$ cat config.mk
export PLATFORM = sky130hd
export DESIGN_NAME = dps_power_switch_ctrl
export DESIGN_NICKNAME = d
export VERILOG_FILES = /design/src/inc/dps_pkg.sv /design/src/design/dps_power_switch_ctrl.sv /design/src/design/dps_sync.sv /design/src/design/dps_slot_decode.sv
export SDC_FILE = /design/constraint.sdc
export NUM_CORES = 1
export LEC_CHECK = 0
export BUFFER_PORTS_ARGS = -buffer_cell sky130_fd_sc_hd__buf_2
export CAP_MARGIN = 15
export CORE_MARGIN = 2
export CORE_UTILIZATION = 30
export CTS_CLUSTER_DIAMETER = 60
export CTS_CLUSTER_SIZE = 14
export DETAILED_ROUTE_END_ITERATION = 12
export PLACE_DENSITY = 0.61
export SYNTH_ARGS = -nofsm -noshare
export SYNTH_HDL_FRONTEND = slang
export SYNTH_SLANG_ARGS = --single-unit
$ cat constraint.sdc
create_clock -name i_clk_sys -period 2 [get_ports i_clk_sys]
set_clock_uncertainty 0.15 [all_clocks]
set_input_delay 0.2 -clock i_clk_sys [delete_from_list [all_inputs] [get_ports i_clk_sys]]
set_output_delay 0.2 -clock i_clk_sys [all_outputs]
set_load 0.02 [all_outputs]
$ cat src/inc/dps_pkg.sv
// package: constants, field layout and types of the dual-slot power switch control
// How it works
// - host puts one bit per link clock period; each rising link edge samples it
// - rising latch edge copies the nine shifted bits D0..D8 into the control word
// - power-down bit D8 at 0 opens every switch and enters low-current operation
// - slot A prog (D0,D1): 00 ground, 01 card supply, 10 12 V, 11 open
// - slot B prog (D4,D5): 00 ground, 01 card supply, 10 12 V, 11 open
// - slot A supply (D3,D2): 00 ground, 01 3.3 V, 10 5 V, 11 ground
// - slot B supply (D6,D7): 00 ground, 01 3.3 V, 10 5 V, 11 ground
// - either reset input closes only the four ground switches
// - after reset outputs stay grounded until a fresh word is latched
// - two reset inputs, one active high, one active low, either one suffices
// - overcurrent flag is high normally, low while any output is overcurrent
// - overcurrent is per output; only that output limits, others keep state
// - current limiting never opens a switch; only thermal limiting does
// - over-temperature opens all outputs of both slots until it clears
// - an output driven below ground latches everything off until power cycles
package dps_pkg;
  // control word layout
  localparam int WORD_W = 9;
  localparam int POS_A_PROG_HIGH = 0;
  localparam int POS_A_PROG_SUPPLY = 1;
  localparam int POS_A_SUPPLY_LO = 2;
  localparam int POS_A_SUPPLY_HI = 3;
  localparam int POS_B_PROG_HIGH = 4;
  localparam int POS_B_PROG_SUPPLY = 5;
  localparam int POS_B_SUPPLY_HI = 6;
  localparam int POS_B_SUPPLY_LO = 7;
  localparam int POS_POWER_DOWN = 8;
  localparam logic [8:0] WORD_RST = 9'h000;
  localparam logic [3:0] BITCNT_RST = 4'h0;
  localparam logic [3:0] BITCNT_MAX = 4'hF;
  // switches: index n-1 drives switch n; each group of three is ground, mid, high
  localparam int SW_N = 12;
  localparam int GRP_GND = 0;
  localparam int GRP_MID = 1;
  localparam int GRP_HIGH = 2;
  localparam logic [11:0] SW_RST = 12'h000;
  // monitored outputs: 0 slot A supply, 1 slot A prog, 2 slot B supply, 3 slot B prog
  localparam int OUT_N = 4;
  localparam int SLOT_N = 2;
  // apb map
  localparam int ADDR_W = 8;
  localparam logic [7:0] OFF_WORD = 8'h00;
  localparam logic [7:0] OFF_SHIFT = 8'h04;
  localparam logic [7:0] OFF_STATUS = 8'h08;
  localparam logic [7:0] OFF_MASK = 8'h0C;
  localparam logic [7:0] OFF_FAULT = 8'h10;
  // status bits, sticky, cleared by reading
  localparam int STAT_LATCHED = 0;
  localparam int STAT_OVERCURRENT = 1;
  localparam int STAT_THERMAL = 2;
  localparam int STAT_FAULT_OFF = 3;
  localparam int STAT_W = 4;
  localparam logic [3:0] STAT_RST = 4'h0;
  localparam logic [3:0] MASK_RST = 4'h0;
  // pin synchroniser depth
  localparam int SYNC_STAGES = 2;
  // output state of the whole device
  typedef enum logic [1:0] {ST_GROUNDED, ST_ACTIVE, ST_FAULT_OFF} dps_state_e;
  // what one slot does with its switches
  typedef enum logic [1:0] {MODE_GROUND, MODE_OPEN, MODE_RUN} dps_mode_e;
endpackage

$ cat src/design/dps_power_switch_ctrl.sv
// dual-slot card power switch control: serial port, switch decode, faults, apb
//
// The register offsets and register access over APB were left to the implementer.
`timescale 1ns/1ps
module dps_power_switch_ctrl (
  // system
  input wire logic i_clk_sys,
  input wire logic i_reset_n,
  // apb slave
  input wire logic i_psel,
  input wire logic i_penable,
  input wire logic i_pwrite,
  input wire logic [7:0] i_paddr,
  input wire logic [31:0] i_pwdata,
  output logic [31:0] o_prdata,
  output logic o_pready,
  output logic o_pslverr,
  // serial control pins from the socket host
  input wire logic i_serial_data,
  input wire logic i_serial_clk,
  input wire logic i_serial_latch,
  // card reset pins
  input wire logic i_card_reset,
  input wire logic i_card_reset_n,
  // analog monitors
  input wire logic [3:0] i_overcurrent_sense,
  input wire logic i_over_temp,
  input wire logic i_below_ground,
  // switch drive and flags
  output logic [11:0] o_switch_closed,
  output logic [3:0] o_current_limit,
  output logic o_low_power,
  output logic o_overcurrent_flag_n,
  output logic o_latched_off,
  output logic o_irq
);

  ////////////////////////////////////////////////////////////////////////////
  // pin synchronisers

  logic [10:0] pins_s;
  logic data_s;
  logic clk_s;
  logic latch_s;
  logic card_rst_s;
  logic card_rst_n_s;
  logic [3:0] oc_s;
  logic temp_s;
  logic below_s;

  // every pin crosses two flops before any logic looks at it
  dps_sync #(
    .WIDTH(11)
  ) u_pin_sync (
    .i_clk_sys(i_clk_sys),
    .i_reset_n(i_reset_n),
    .i_async({i_serial_data, i_serial_clk, i_serial_latch, i_card_reset,
              i_card_reset_n, i_overcurrent_sense, i_over_temp, i_below_ground}),
    .o_sync(pins_s)
  );

  // unpack the synchronised copies
  assign {data_s, clk_s, latch_s, card_rst_s, card_rst_n_s, oc_s, temp_s, below_s} = pins_s;

  ////////////////////////////////////////////////////////////////////////////
  // edge detection on the link

  logic clk_prev_q;
  logic latch_prev_q;
  logic oc_any_prev_q;
  logic temp_prev_q;
  logic clk_rise;
  logic latch_rise;
  logic card_rst_any;

  // previous synchronised levels for edge finding
  always_ff @(posedge i_clk_sys or negedge i_reset_n) begin
    if (!i_reset_n) begin
      clk_prev_q <= 1'b0;
      latch_prev_q <= 1'b0;
      oc_any_prev_q <= 1'b0;
      temp_prev_q <= 1'b0;
    end else begin
      clk_prev_q <= clk_s;
      latch_prev_q <= latch_s;
      oc_any_prev_q <= |oc_s;
      temp_prev_q <= temp_s;
    end
  end

  // data and clock share the same delay, so data_s is aligned with clk_rise
  assign clk_rise = clk_s & ~clk_prev_q;
  assign latch_rise = latch_s & ~latch_prev_q;
  // either polarity of reset pin alone forces the grounded state
  assign card_rst_any = card_rst_s | ~card_rst_n_s;

  ////////////////////////////////////////////////////////////////////////////
  // shift register and latched control word

  logic [8:0] shift_q;
  logic [8:0] word_q;
  logic [3:0] bitcnt_q;

  // newest bit enters at position 0, older bits move up toward D8
  always_ff @(posedge i_clk_sys or negedge i_reset_n) begin
    if (!i_reset_n) begin
      shift_q <= dps_pkg::WORD_RST;
    end else if (clk_rise) begin
      shift_q <= {shift_q[7:0], data_s};
    end
  end

  // bits seen since the last latch, for software diagnosis of short frames
  always_ff @(posedge i_clk_sys or negedge i_reset_n) begin
    if (!i_reset_n) begin
      bitcnt_q <= dps_pkg::BITCNT_RST;
    end else if (latch_rise) begin
      bitcnt_q <= dps_pkg::BITCNT_RST;
    end else if (clk_rise && bitcnt_q != dps_pkg::BITCNT_MAX) begin
      bitcnt_q <= bitcnt_q + 4'h1;
    end
  end

  // word changes only on the latch edge; shifting leaves switches alone
  // a latch in the same cycle as a clock edge takes the word before that bit
  always_ff @(posedge i_clk_sys or negedge i_reset_n) begin
    if (!i_reset_n) begin
      word_q <= dps_pkg::WORD_RST;
    end else if (latch_rise) begin
      word_q <= shift_q;
    end
  end

  ////////////////////////////////////////////////////////////////////////////
  // output state machine

  dps_pkg::dps_state_e state_q;

  // below-ground fault holds until the system reset, which stands for power
  always_ff @(posedge i_clk_sys or negedge i_reset_n) begin
    if (!i_reset_n) begin
      state_q <= dps_pkg::ST_GROUNDED;
    end else begin
      case (state_q)
        dps_pkg::ST_GROUNDED: begin
          if (below_s) begin
            state_q <= dps_pkg::ST_FAULT_OFF;
          end else if (latch_rise && !card_rst_any) begin
            state_q <= dps_pkg::ST_ACTIVE;
          end
        end
        dps_pkg::ST_ACTIVE: begin
          if (below_s) begin
            state_q <= dps_pkg::ST_FAULT_OFF;
          end else if (card_rst_any) begin
            state_q <= dps_pkg::ST_GROUNDED;
          end
        end
        dps_pkg::ST_FAULT_OFF: begin
          state_q <= dps_pkg::ST_FAULT_OFF;
        end
        default: begin
          state_q <= dps_pkg::ST_GROUNDED;
        end
      endcase
    end
  end

  ////////////////////////////////////////////////////////////////////////////
  // switch decode per slot

  dps_pkg::dps_mode_e slot_mode;
  logic power_down;
  logic [11:0] sw_d;
  logic [3:0] sel_bits [2];

  assign power_down = ~word_q[dps_pkg::POS_POWER_DOWN];

  // thermal and below-ground win over the reset ground, as opening is safest
  always_comb begin
    if (state_q == dps_pkg::ST_FAULT_OFF || temp_s) begin
      slot_mode = dps_pkg::MODE_OPEN;
    end else if (state_q != dps_pkg::ST_ACTIVE || card_rst_any) begin
      slot_mode = dps_pkg::MODE_GROUND;
    end else if (power_down) begin
      slot_mode = dps_pkg::MODE_OPEN;
    end else begin
      slot_mode = dps_pkg::MODE_RUN;
    end
  end

  // per-slot bits: supply hi, supply lo, prog high, prog supply
  assign sel_bits[0] = {word_q[dps_pkg::POS_A_SUPPLY_HI], word_q[dps_pkg::POS_A_SUPPLY_LO],
                        word_q[dps_pkg::POS_A_PROG_HIGH], word_q[dps_pkg::POS_A_PROG_SUPPLY]};
  assign sel_bits[1] = {word_q[dps_pkg::POS_B_SUPPLY_HI], word_q[dps_pkg::POS_B_SUPPLY_LO],
                        word_q[dps_pkg::POS_B_PROG_HIGH], word_q[dps_pkg::POS_B_PROG_SUPPLY]};

  // slot A supply S1..S3 and prog S7..S9; slot B supply S4..S6 and prog S10..S12
  for (genvar s = 0; s < dps_pkg::SLOT_N; s++) begin : g_slot
    dps_slot_decode u_decode (
      .i_mode(slot_mode),
      .i_supply_sel_hi(sel_bits[s][3]),
      .i_supply_sel_lo(sel_bits[s][2]),
      .i_prog_high_select(sel_bits[s][1]),
      .i_prog_supply_select(sel_bits[s][0]),
      .o_supply_sw(sw_d[3*s +: 3]),
      .o_prog_sw(sw_d[6 + 3*s +: 3])
    );
  end

  // overcurrent never opens a switch, so the decode ignores the sense lines
  always_ff @(posedge i_clk_sys or negedge i_reset_n) begin
    if (!i_reset_n) begin
      o_switch_closed <= dps_pkg::SW_RST;
    end else begin
      o_switch_closed <= sw_d;
    end
  end

  ////////////////////////////////////////////////////////////////////////////
  // protection flags

  // limiting acts on the affected output alone; the others keep their switches
  always_ff @(posedge i_clk_sys or negedge i_reset_n) begin
    if (!i_reset_n) begin
      o_current_limit <= 4'h0;
    end else begin
      o_current_limit <= oc_s;
    end
  end

  // flag is the nor of all four outputs, high while none of them limits
  always_ff @(posedge i_clk_sys or negedge i_reset_n) begin
    if (!i_reset_n) begin
      o_overcurrent_flag_n <= 1'b1;
    end else begin
      o_overcurrent_flag_n <= ~|oc_s;
    end
  end

  // low-current mode only while a latched word is in force, never while grounded
  always_ff @(posedge i_clk_sys or negedge i_reset_n) begin
    if (!i_reset_n) begin
      o_low_power <= 1'b0;
    end else begin
      o_low_power <= (state_q == dps_pkg::ST_ACTIVE) && !card_rst_any && power_down;
    end
  end

  // latched-off report lags the state by one edge, in step with the switches
  always_ff @(posedge i_clk_sys or negedge i_reset_n) begin
    if (!i_reset_n) begin
      o_latched_off <= 1'b0;
    end else begin
      o_latched_off <= (state_q == dps_pkg::ST_FAULT_OFF);
    end
  end

  ////////////////////////////////////////////////////////////////////////////
  // apb slave and interrupt

  logic [3:0] status_q;
  logic [3:0] mask_q;
  logic [3:0] status_set;
  logic [3:0] status_clr;
  logic setup_ph;
  logic access_ph;
  logic hit;
  logic [31:0] rdata_d;
  logic fault_enter;

  assign setup_ph = i_psel & ~i_penable;
  assign access_ph = i_psel & i_penable;
  // zero wait states: every access completes at its first access edge
  assign o_pready = 1'b1;
  assign fault_enter = below_s && state_q != dps_pkg::ST_FAULT_OFF;

  // address decode and read mux, sampled in the setup cycle
  always_comb begin
    hit = 1'b1;
    rdata_d = 32'h0000_0000;
    case (i_paddr)
      dps_pkg::OFF_WORD: rdata_d = {22'h0, state_q == dps_pkg::ST_ACTIVE, word_q};
      dps_pkg::OFF_SHIFT: rdata_d = {19'h0, bitcnt_q, shift_q};
      dps_pkg::OFF_STATUS: rdata_d = {28'h0, status_q};
      dps_pkg::OFF_MASK: rdata_d = {28'h0, mask_q};
      dps_pkg::OFF_FAULT: rdata_d = {22'h0, state_q, below_s, temp_s,
                                     card_rst_any, o_low_power, oc_s};
      default: hit = 1'b0;
    endcase
  end

  // read data registered in setup, stable through the access cycle
  always_ff @(posedge i_clk_sys or negedge i_reset_n) begin
    if (!i_reset_n) begin
      o_prdata <= 32'h0000_0000;
    end else if (setup_ph) begin
      o_prdata <= i_pwrite ? 32'h0000_0000 : rdata_d;
    end
  end

  // error uses the same timing, so the master takes both at one edge
  always_ff @(posedge i_clk_sys or negedge i_reset_n) begin
    if (!i_reset_n) begin
      o_pslverr <= 1'b0;
    end else if (setup_ph) begin
      o_pslverr <= ~hit;
    end
  end

  // mask steers the interrupt output
  always_ff @(posedge i_clk_sys or negedge i_reset_n) begin
    if (!i_reset_n) begin
      mask_q <= dps_pkg::MASK_RST;
    end else if (access_ph && i_pwrite && i_paddr == dps_pkg::OFF_MASK) begin
      mask_q <= i_pwdata[dps_pkg::STAT_W-1:0];
    end
  end

  // events that set sticky status bits
  always_comb begin
    status_set = 4'h0;
    status_set[dps_pkg::STAT_LATCHED] = latch_rise;
    status_set[dps_pkg::STAT_OVERCURRENT] = (|oc_s) & ~oc_any_prev_q;
    status_set[dps_pkg::STAT_THERMAL] = temp_s & ~temp_prev_q;
    status_set[dps_pkg::STAT_FAULT_OFF] = fault_enter;
  end

  // a read clears only what it returned, so an event after setup survives
  assign status_clr = (access_ph && !i_pwrite && i_paddr == dps_pkg::OFF_STATUS) ?
                      o_prdata[dps_pkg::STAT_W-1:0] : 4'h0;

  // set wins over clear in the same cycle
  always_ff @(posedge i_clk_sys or negedge i_reset_n) begin
    if (!i_reset_n) begin
      status_q <= dps_pkg::STAT_RST;
    end else begin
      status_q <= (status_q & ~status_clr) | status_set;
    end
  end

  // level interrupt from registered status and mask
  assign o_irq = |(status_q & mask_q);

endmodule // dps_power_switch_ctrl

$ cat src/design/dps_sync.sv
// two-flop synchroniser for a group of pin inputs
`timescale 1ns/1ps
module dps_sync #(
  parameter int WIDTH = 1
) (
  // clock and reset
  input wire logic i_clk_sys,
  input wire logic i_reset_n,
  // pins and their synchronised copies
  input wire logic [WIDTH-1:0] i_async,
  output logic [WIDTH-1:0] o_sync
);
  logic [WIDTH-1:0] meta_q;

  // first stage feeds only the second stage
  always_ff @(posedge i_clk_sys or negedge i_reset_n) begin
    if (!i_reset_n) begin
      meta_q <= '0;
      o_sync <= '0;
    end else begin
      meta_q <= i_async;
      o_sync <= meta_q;
    end
  end
endmodule // dps_sync

$ cat src/design/dps_slot_decode.sv
// switch selection of one slot from its four control bits and its mode
`timescale 1ns/1ps
module dps_slot_decode (
  // mode and control bits
  input wire dps_pkg::dps_mode_e i_mode,
  input wire logic i_supply_sel_hi,
  input wire logic i_supply_sel_lo,
  input wire logic i_prog_high_select,
  input wire logic i_prog_supply_select,
  // switch closures: ground, mid, high
  output logic [2:0] o_supply_sw,
  output logic [2:0] o_prog_sw
);
  // only one switch of a group is ever closed, so no supply meets another
  always_comb begin
    o_supply_sw = '0;
    o_prog_sw = '0;
    case (i_mode)
      dps_pkg::MODE_GROUND: begin
        o_supply_sw[dps_pkg::GRP_GND] = 1'b1;
        o_prog_sw[dps_pkg::GRP_GND] = 1'b1;
      end
      dps_pkg::MODE_RUN: begin
        case ({i_supply_sel_hi, i_supply_sel_lo})
          2'h1: o_supply_sw[dps_pkg::GRP_MID] = 1'b1;
          2'h2: o_supply_sw[dps_pkg::GRP_HIGH] = 1'b1;
          default: o_supply_sw[dps_pkg::GRP_GND] = 1'b1;
        endcase
        case ({i_prog_high_select, i_prog_supply_select})
          2'h0: o_prog_sw[dps_pkg::GRP_GND] = 1'b1;
          2'h1: o_prog_sw[dps_pkg::GRP_MID] = 1'b1;
          2'h2: o_prog_sw[dps_pkg::GRP_HIGH] = 1'b1;
          default: o_prog_sw = '0;
        endcase
      end
      default: begin
        o_supply_sw = '0;
        o_prog_sw = '0;
      end
    endcase
  end
endmodule // dps_slot_decode

# Word level (Yosys, flattened, before mapping)
# Index checks and enable logic that the tools add are counted.
totals:
  register_bits: 110
classes:
  bitwise: 19
  eq_ne: 20
  reduce_logical: 26
  muxes: 34
  add_sub_neg: 1
ops:
  columns: ["operator", "n"]
  rows:
  - ["case mux 13 bit (5 select lines)", 1]
  - ["2-to-1 mux 32 bit", 1]
  - ["2-to-1 mux 2 bit", 11]
  - ["equality test 8 x 4 -> 1 bit (second input constant)", 2]
  - ["2-to-1 mux 1 bit", 13]
  - ["equality test 2 bit (second input constant)", 6]
  - ["2-to-1 mux 4 bit", 3]
  - ["equality test 2 x 1 -> 1 bit (second input constant)", 5]
  - ["logical AND 1 bit", 9]
  - ["bitwise AND 4 bit", 2]
  - ["equality test 8 x 3 -> 1 bit (second input constant)", 1]
  - ["equality test 8 x 5 -> 1 bit (second input constant)", 1]
  - ["zero test 2 bit", 4]
  - ["zero test 8 bit", 1]
  - ["inverter 1 bit", 8]
  - ["case mux 1 bit (2 select lines)", 4]
  - ["OR reduction 4 bit", 2]
  - ["bitwise AND 1 bit", 6]
  - ["!= test 3 x 2 -> 1 bit (second input constant)", 2]
  - ["case mux 2 bit (3 select lines)", 1]
  - ["OR reduction 5 bit", 1]
  - ["adder 4 x 1 -> 4 bit (second input constant)", 1]
  - ["!= test 4 bit (second input constant)", 1]
  - ["inverter 4 bit", 1]
  - ["other kinds (9)", 13]

# Logic depth before layout (Yosys ltp)
depth:
  word_depth: 7
  ltp_mapped: 6

# Modules after synthesis
# From an unflattened synthesis, not the netlist that was laid out.
hier_totals:
  hier_cells: 314
  area_unflattened_um2: 3739.8
by_module_without_submodules:
  columns: ["mod", "n_inst", "seq_area_each_um2", "cells_each", "area_each_um2"]
  rows:
  - ["dps_power_switch_ctrl", 1, 1727.9, 268, 2994.1]
  - ["dps_sync", 1, 550.5, 22, 550.5]
  - ["dps_slot_decode", 2, 0.0, 12, 97.6]

# Worst setup path after synthesis
# No wires, ideal clock.
synth_path:
  path_type: "in2reg"
  from: "in i_paddr[1]"
  to: "reg o_prdata[10]"
  path_slack_ns: 0.105
  setup_ns: 0.076
  required_ns: 1.774
  stages: 5
  arrival_ns: 1.668
  cell_sequence: "or3_1 > buf_2 > or4_4 > or3b_4 > o21ai_1"
synth_via:
  elab_chain_cells: 3
  word_cells_on_any_way: 7
synth_lines:
  columns: ["item", "line", "rtl"]
  rows:
  - ["from (decl)", "dps_power_switch_ctrl.sv:13", "input wire logic [7:0] i_paddr,"]
  - ["equality test 8 x 5 -> 1 bit, or another cell as far along", "dps_power_switch_ctrl.sv:282", "case (i_paddr)"]
  - ["case mux 13 bit (5 select lines) *", "dps_power_switch_ctrl.sv:282", null]
  - ["2-to-1 mux 32 bit *", "dps_power_switch_ctrl.sv:298", "o_prdata <= i_pwrite ? 32'h0000_0000 : rdata_d;"]
  - ["to (signal assigned)", "dps_power_switch_ctrl.sv:298", null]
  - ["to (decl)", "dps_power_switch_ctrl.sv:15", "output logic [31:0] o_prdata,"]
# Every way passes the cells marked *; elsewhere a longest branch is shown, timed or not.
# A chain may end at the register's enable or synchronous reset.

# Worst setup path in the final report
layout_path:
  from: "reg state_q[1]"
  to: "reg o_switch_closed[10]"
layout_via:
  elab_chain_cells: 6
  word_cells_on_any_way: 8
layout_lines:
  columns: ["item", "line", "rtl"]
  rows:
  - ["from (decl)", "dps_power_switch_ctrl.sv:137", "dps_pkg::dps_state_e state_q;"]
  - ["from (signal assigned)", "dps_power_switch_ctrl.sv:142", "state_q <= dps_pkg::ST_GROUNDED;"]
  - ["from (signal assigned)", "dps_power_switch_ctrl.sv:147", "state_q <= dps_pkg::ST_FAULT_OFF;"]
  - ["from (signal assigned)", "dps_power_switch_ctrl.sv:149", "state_q <= dps_pkg::ST_ACTIVE;"]
  - ["!= test 2 x 1 -> 1 bit", "dps_power_switch_ctrl.sv:183", "end else if (state_q != dps_pkg::ST_ACTIVE || card_rst_any) begin"]
  - ["logical OR 1 bit", "dps_power_switch_ctrl.sv:183", null]
  - ["2-to-1 mux 2 bit", "dps_power_switch_ctrl.sv:183", null]
  - ["2-to-1 mux 2 bit *", "dps_power_switch_ctrl.sv:181", "if (state_q == dps_pkg::ST_FAULT_OFF || temp_s) begin"]
  - ["equality test 2 bit *", "dps_slot_decode.sv:18", "case (i_mode)"]
  - ["2-to-1 mux 2 bit *", "dps_slot_decode.sv:18", null]
  - ["net g_slot[1].u_decode.o_prog_sw[1]", "dps_slot_decode.sv:12", "output logic [2:0] o_prog_sw"]
  - ["to (signal assigned)", "dps_power_switch_ctrl.sv:214", "o_switch_closed <= dps_pkg::SW_RST;"]
  - ["to (signal assigned)", "dps_power_switch_ctrl.sv:216", "o_switch_closed <= sw_d;"]
  - ["to (decl)", "dps_power_switch_ctrl.sv:30", "output logic [11:0] o_switch_closed,"]
# The timed path passes the listed nets; every way through them passes the cells marked *.

==> metrics.md <==
| Metric | Value |
|---|---|
| Cells after synthesis | `301` |
| Unrepaired setup endpoints after global routing | `no` |
| GPL Wtd Cong | `0.748` |
| Fin crit period | `1720 ps` |
| Final setup TNS | `0 ps` |
| Crit-path max FO | `6` |
| Max transition margin | `0.654` |
| Clk root buf | `clkbuf_16` |
| DIE WIDTH | `115 µm` |
| H-tree depth | `3` |
| Number of global-route vias before repair | `2461` |
| Synth top area cells | `dfrtp_1 (61%), mux2_2 (4.2%), buf_4 (4.0%), mux2i_1 (2.7%), nand2_1 (2.4%)` |
| Post-synth top flop | `dfrtp_1` |
| Commonest cells after routing, fill and taps aside | `dfrtp_1 (90), buf_2 (60), nand2_1 (24)` |
| Leak | `2.24 nW` |
| Final WS setup | `283 ps` |
| Syn Area/Cell | `12.3 µm²` |
| Yosys top cell by area | `dfrtp_1` |
| Max IR drop VDD | `0.708 mV` |
| CTS Hold Bufs | `16` |
| Pwr dens | `1030 nW/µm²` |
| Transition time of the tightest slew-check pin | `519 ps` |
| IO Port Bufs | `61` |
| WP data required | `2080 ps` |
| DR DRC count | `0` |
| Core Box Area | `12100 µm²` |
| Cell area after synthesis | `3720 µm²` |
| Endpoint class of the critical path | `register` |
| Hold WS | `56.1 ps` |
| Final setup fails | `0` |
| CTS Sinks | `91` |
| CTS-repair resized insts | `0` |
| Number of flops mapped to enable cells by yosys | `0` |
| Yosys warns | `0` |
| Period utilization | `0.858` |
| Final wirelength | `7.96 mm` |
| Drt via density | `4.38` |
| GRT Residual Overflow | `0` |
| Status | `finished clean` |
| Crit Path Category | `register to register` |
| Yosys top cell area share | `0.606` |
| Rows | `40` |
| Worst Path Arrival | `1800 ps` |
| Tightest Hold Check Type | `input pin to register` |
| Pin count of the biggest net entering global routing | `41` |
| Diode count | `0` |
| Die area | `13300 µm²` |
| Register area share after synthesis | `0.613` |
| Max-cap violations | `0` |
| Library cells used by synthesis | `46` |
| Fin. max-slew vios | `0` |
| Antenna violations before repair | `0` |
| Postcts setup bufs | `0` |
| Max Clock Freq | `0.582 GHz` |
| CTS tree | `built` |
| Overall global routing resource usage | `0.126` |
| Layout Nets | `452` |
| Seq cells post-synth | `91` |
| Initial DRC Count | `111` |
| Longest Clk Path Bufs | `2` |
| Ports | `110` |
| Vias | `2471` |
| Total CTS buffers | `9` |
| DR pass1 iterations | `4` |
| CTS clk-pin slew, worst paths | `60 ps` |
| Setup crit start kind | `register` |
| Finished layout cell area | `4740 µm²` |
| Worst skew pair latency | `340 ps` |
| First-pass GRT wire length | `12.7 mm` |
| Post-DP Area | `4240 µm²` |
| Routed len/inst | `14.1 µm` |
| Commonest non-fill, non-tap cell in the layout | `dfrtp_1` |
| Final hold vios | `0` |
| Dpl ws | `89.7 ps` |
| Fraction of layout cells with a size suffix above 1 | `0.288` |
| Asr flop ratio synth | `1.00` |
| ANT nets after route | `0` |
| DP HPWL | `5.60 mm` |
| Area Overhead vs Synth | `27.5%` |
| Initial Utilization | `0.308` |
| Die Ht | `115 µm` |
==> flip-flops by register name, summed over array words and instances, names as in the netlist <==
| register | count |
|---|---|
| o_prdata | 13 |
| bitcnt_q | 4 |
| state_q | 2 |
| o_pslverr | 1 |
| u_pin_sync.o_sync | 11 |
| u_pin_sync.meta_q | 11 |
| word_q | 9 |
| o_low_power | 1 |
| latch_prev_q | 1 |
| o_latched_off | 1 |
| clk_prev_q | 1 |
| o_overcurrent_flag_n | 1 |
| mask_q | 4 |
| shift_q | 9 |
| temp_prev_q | 1 |
| status_q | 4 |
| o_switch_closed | 12 |
| o_current_limit | 4 |
| oc_any_prev_q | 1 |
==> cells by family after synthesis <==
| logic type | synth area share |
|---|---|
| buffers and inverters | 0.0613 |
| DFF | 0.613 |
| adders and majority gates | 0.0168 |
| xor gates and xnor gates | 0.00707 |
| and+or+nand+nor | 0.137 |
| other | 0.00202 |
| muxes | 0.0815 |
| AOI/OAI and AO/OA | 0.0815 |
==> final timing paths <==
check / depth (start not counted) / endpoint / slack, ps / start
min reg2reg: 0 / u_pin_sync.o_sync[0]$_DFF_PN0_ / 200 / u_pin_sync.meta_q[0]$_DFF_PN0_
max in group asynchronous: 3 / o_overcurrent_flag_n$_DFF_PN1_ / 800 / i_reset_n
max: 3 / o_switch_closed[10]$_DFF_PN0_ / 280 / state_q[1]$_DFFE_PN0P_
min: 4 / o_prdata[12]$_DFFE_PN0P_ / 60 / i_penable
max reg2reg: 3 / o_switch_closed[10]$_DFF_PN0_ / 280 / state_q[1]$_DFFE_PN0P_
min in group asynchronous: 2 / u_pin_sync.o_sync[10]$_DFF_PN0_ / 240 / i_reset_n
==> power breakdown <==
part | internal [W] | total (W) | switching (W)
Clock | 0.00125 | 0.00193 | 0.000679
Sequential | 0.00207 | 0.00229 | 0.000219
Combinational | 0.000302 | 0.000637 | 0.000335
Total | 0.00363 | 0.00486 | 0.00123
==> metrics by stage <==
stage / cells / power [W] / utilization
after global placement: 532 / 0.00291 / 0.351
after CTS: 564 / 0.00492 / 0.393
final: 564 / 0.00486 / 0.393
after global routing: 564 / 0.00510 / 0.393
after detailed placement: 532 / 0.00294 / 0.351
after floorplan: 319 / 0.00270 / -
==> layout make-up <==
type	instances	area (µm²)
Sequential cell	91	2280
Tap cell	168	210
Clock inverter	5	100
Fill cell	1185	7320
Clock buffer	11	243
Multi-Input combinational cell	188	1280
Timing Repair Buffer	93	601
Inverter	8	30.0
==> metal layers <==
| layer | track usage | wire length, µm |
|---|---|---|
| met4 | 0.0337 | 72 |
| met3 | 0.0469 | 414 |
| met5 | 0 | 0 |
| met1 | 0.174 | 3950 |
| met2 | 0.189 | 3520 |
==> worst max-delay path: stages (launching register included) <==
cell       delay, ps
dfrtp_1          450
nand4bb_1        250
or3b_1           480
nor3b_1          280
==> cell usage after synthesis, types with 2 or more instances <==
cell / number
dfrtp_1: 90
nand2_1: 24
buf_4: 20
mux2_2: 14
mux2i_1: 10
nor2_1: 9
and2_1: 8
clkbuf_1: 8
inv_1: 8
nand3b_1: 8
o21ai_0: 8
o21ai_1: 7
a22o_1: 6
nor3b_1: 6
a21oi_1: 5
and3_1: 5
ha_1: 5
nor2b_1: 5
o2bb2ai_1: 5
mux2_1: 4
o211ai_1: 4
nand2b_1: 3
nand3_1: 3
nor4_1: 3
a22oi_1: 2
a2bb2oi_1: 2
buf_1: 2
buf_2: 2
conb_1: 2
nor3_1: 2
nor4_2: 2
o21a_1: 2
o31ai_1: 2
or2_2: 2
xor2_1: 2
Note: power is estimated with default switching activity, not from simulation.
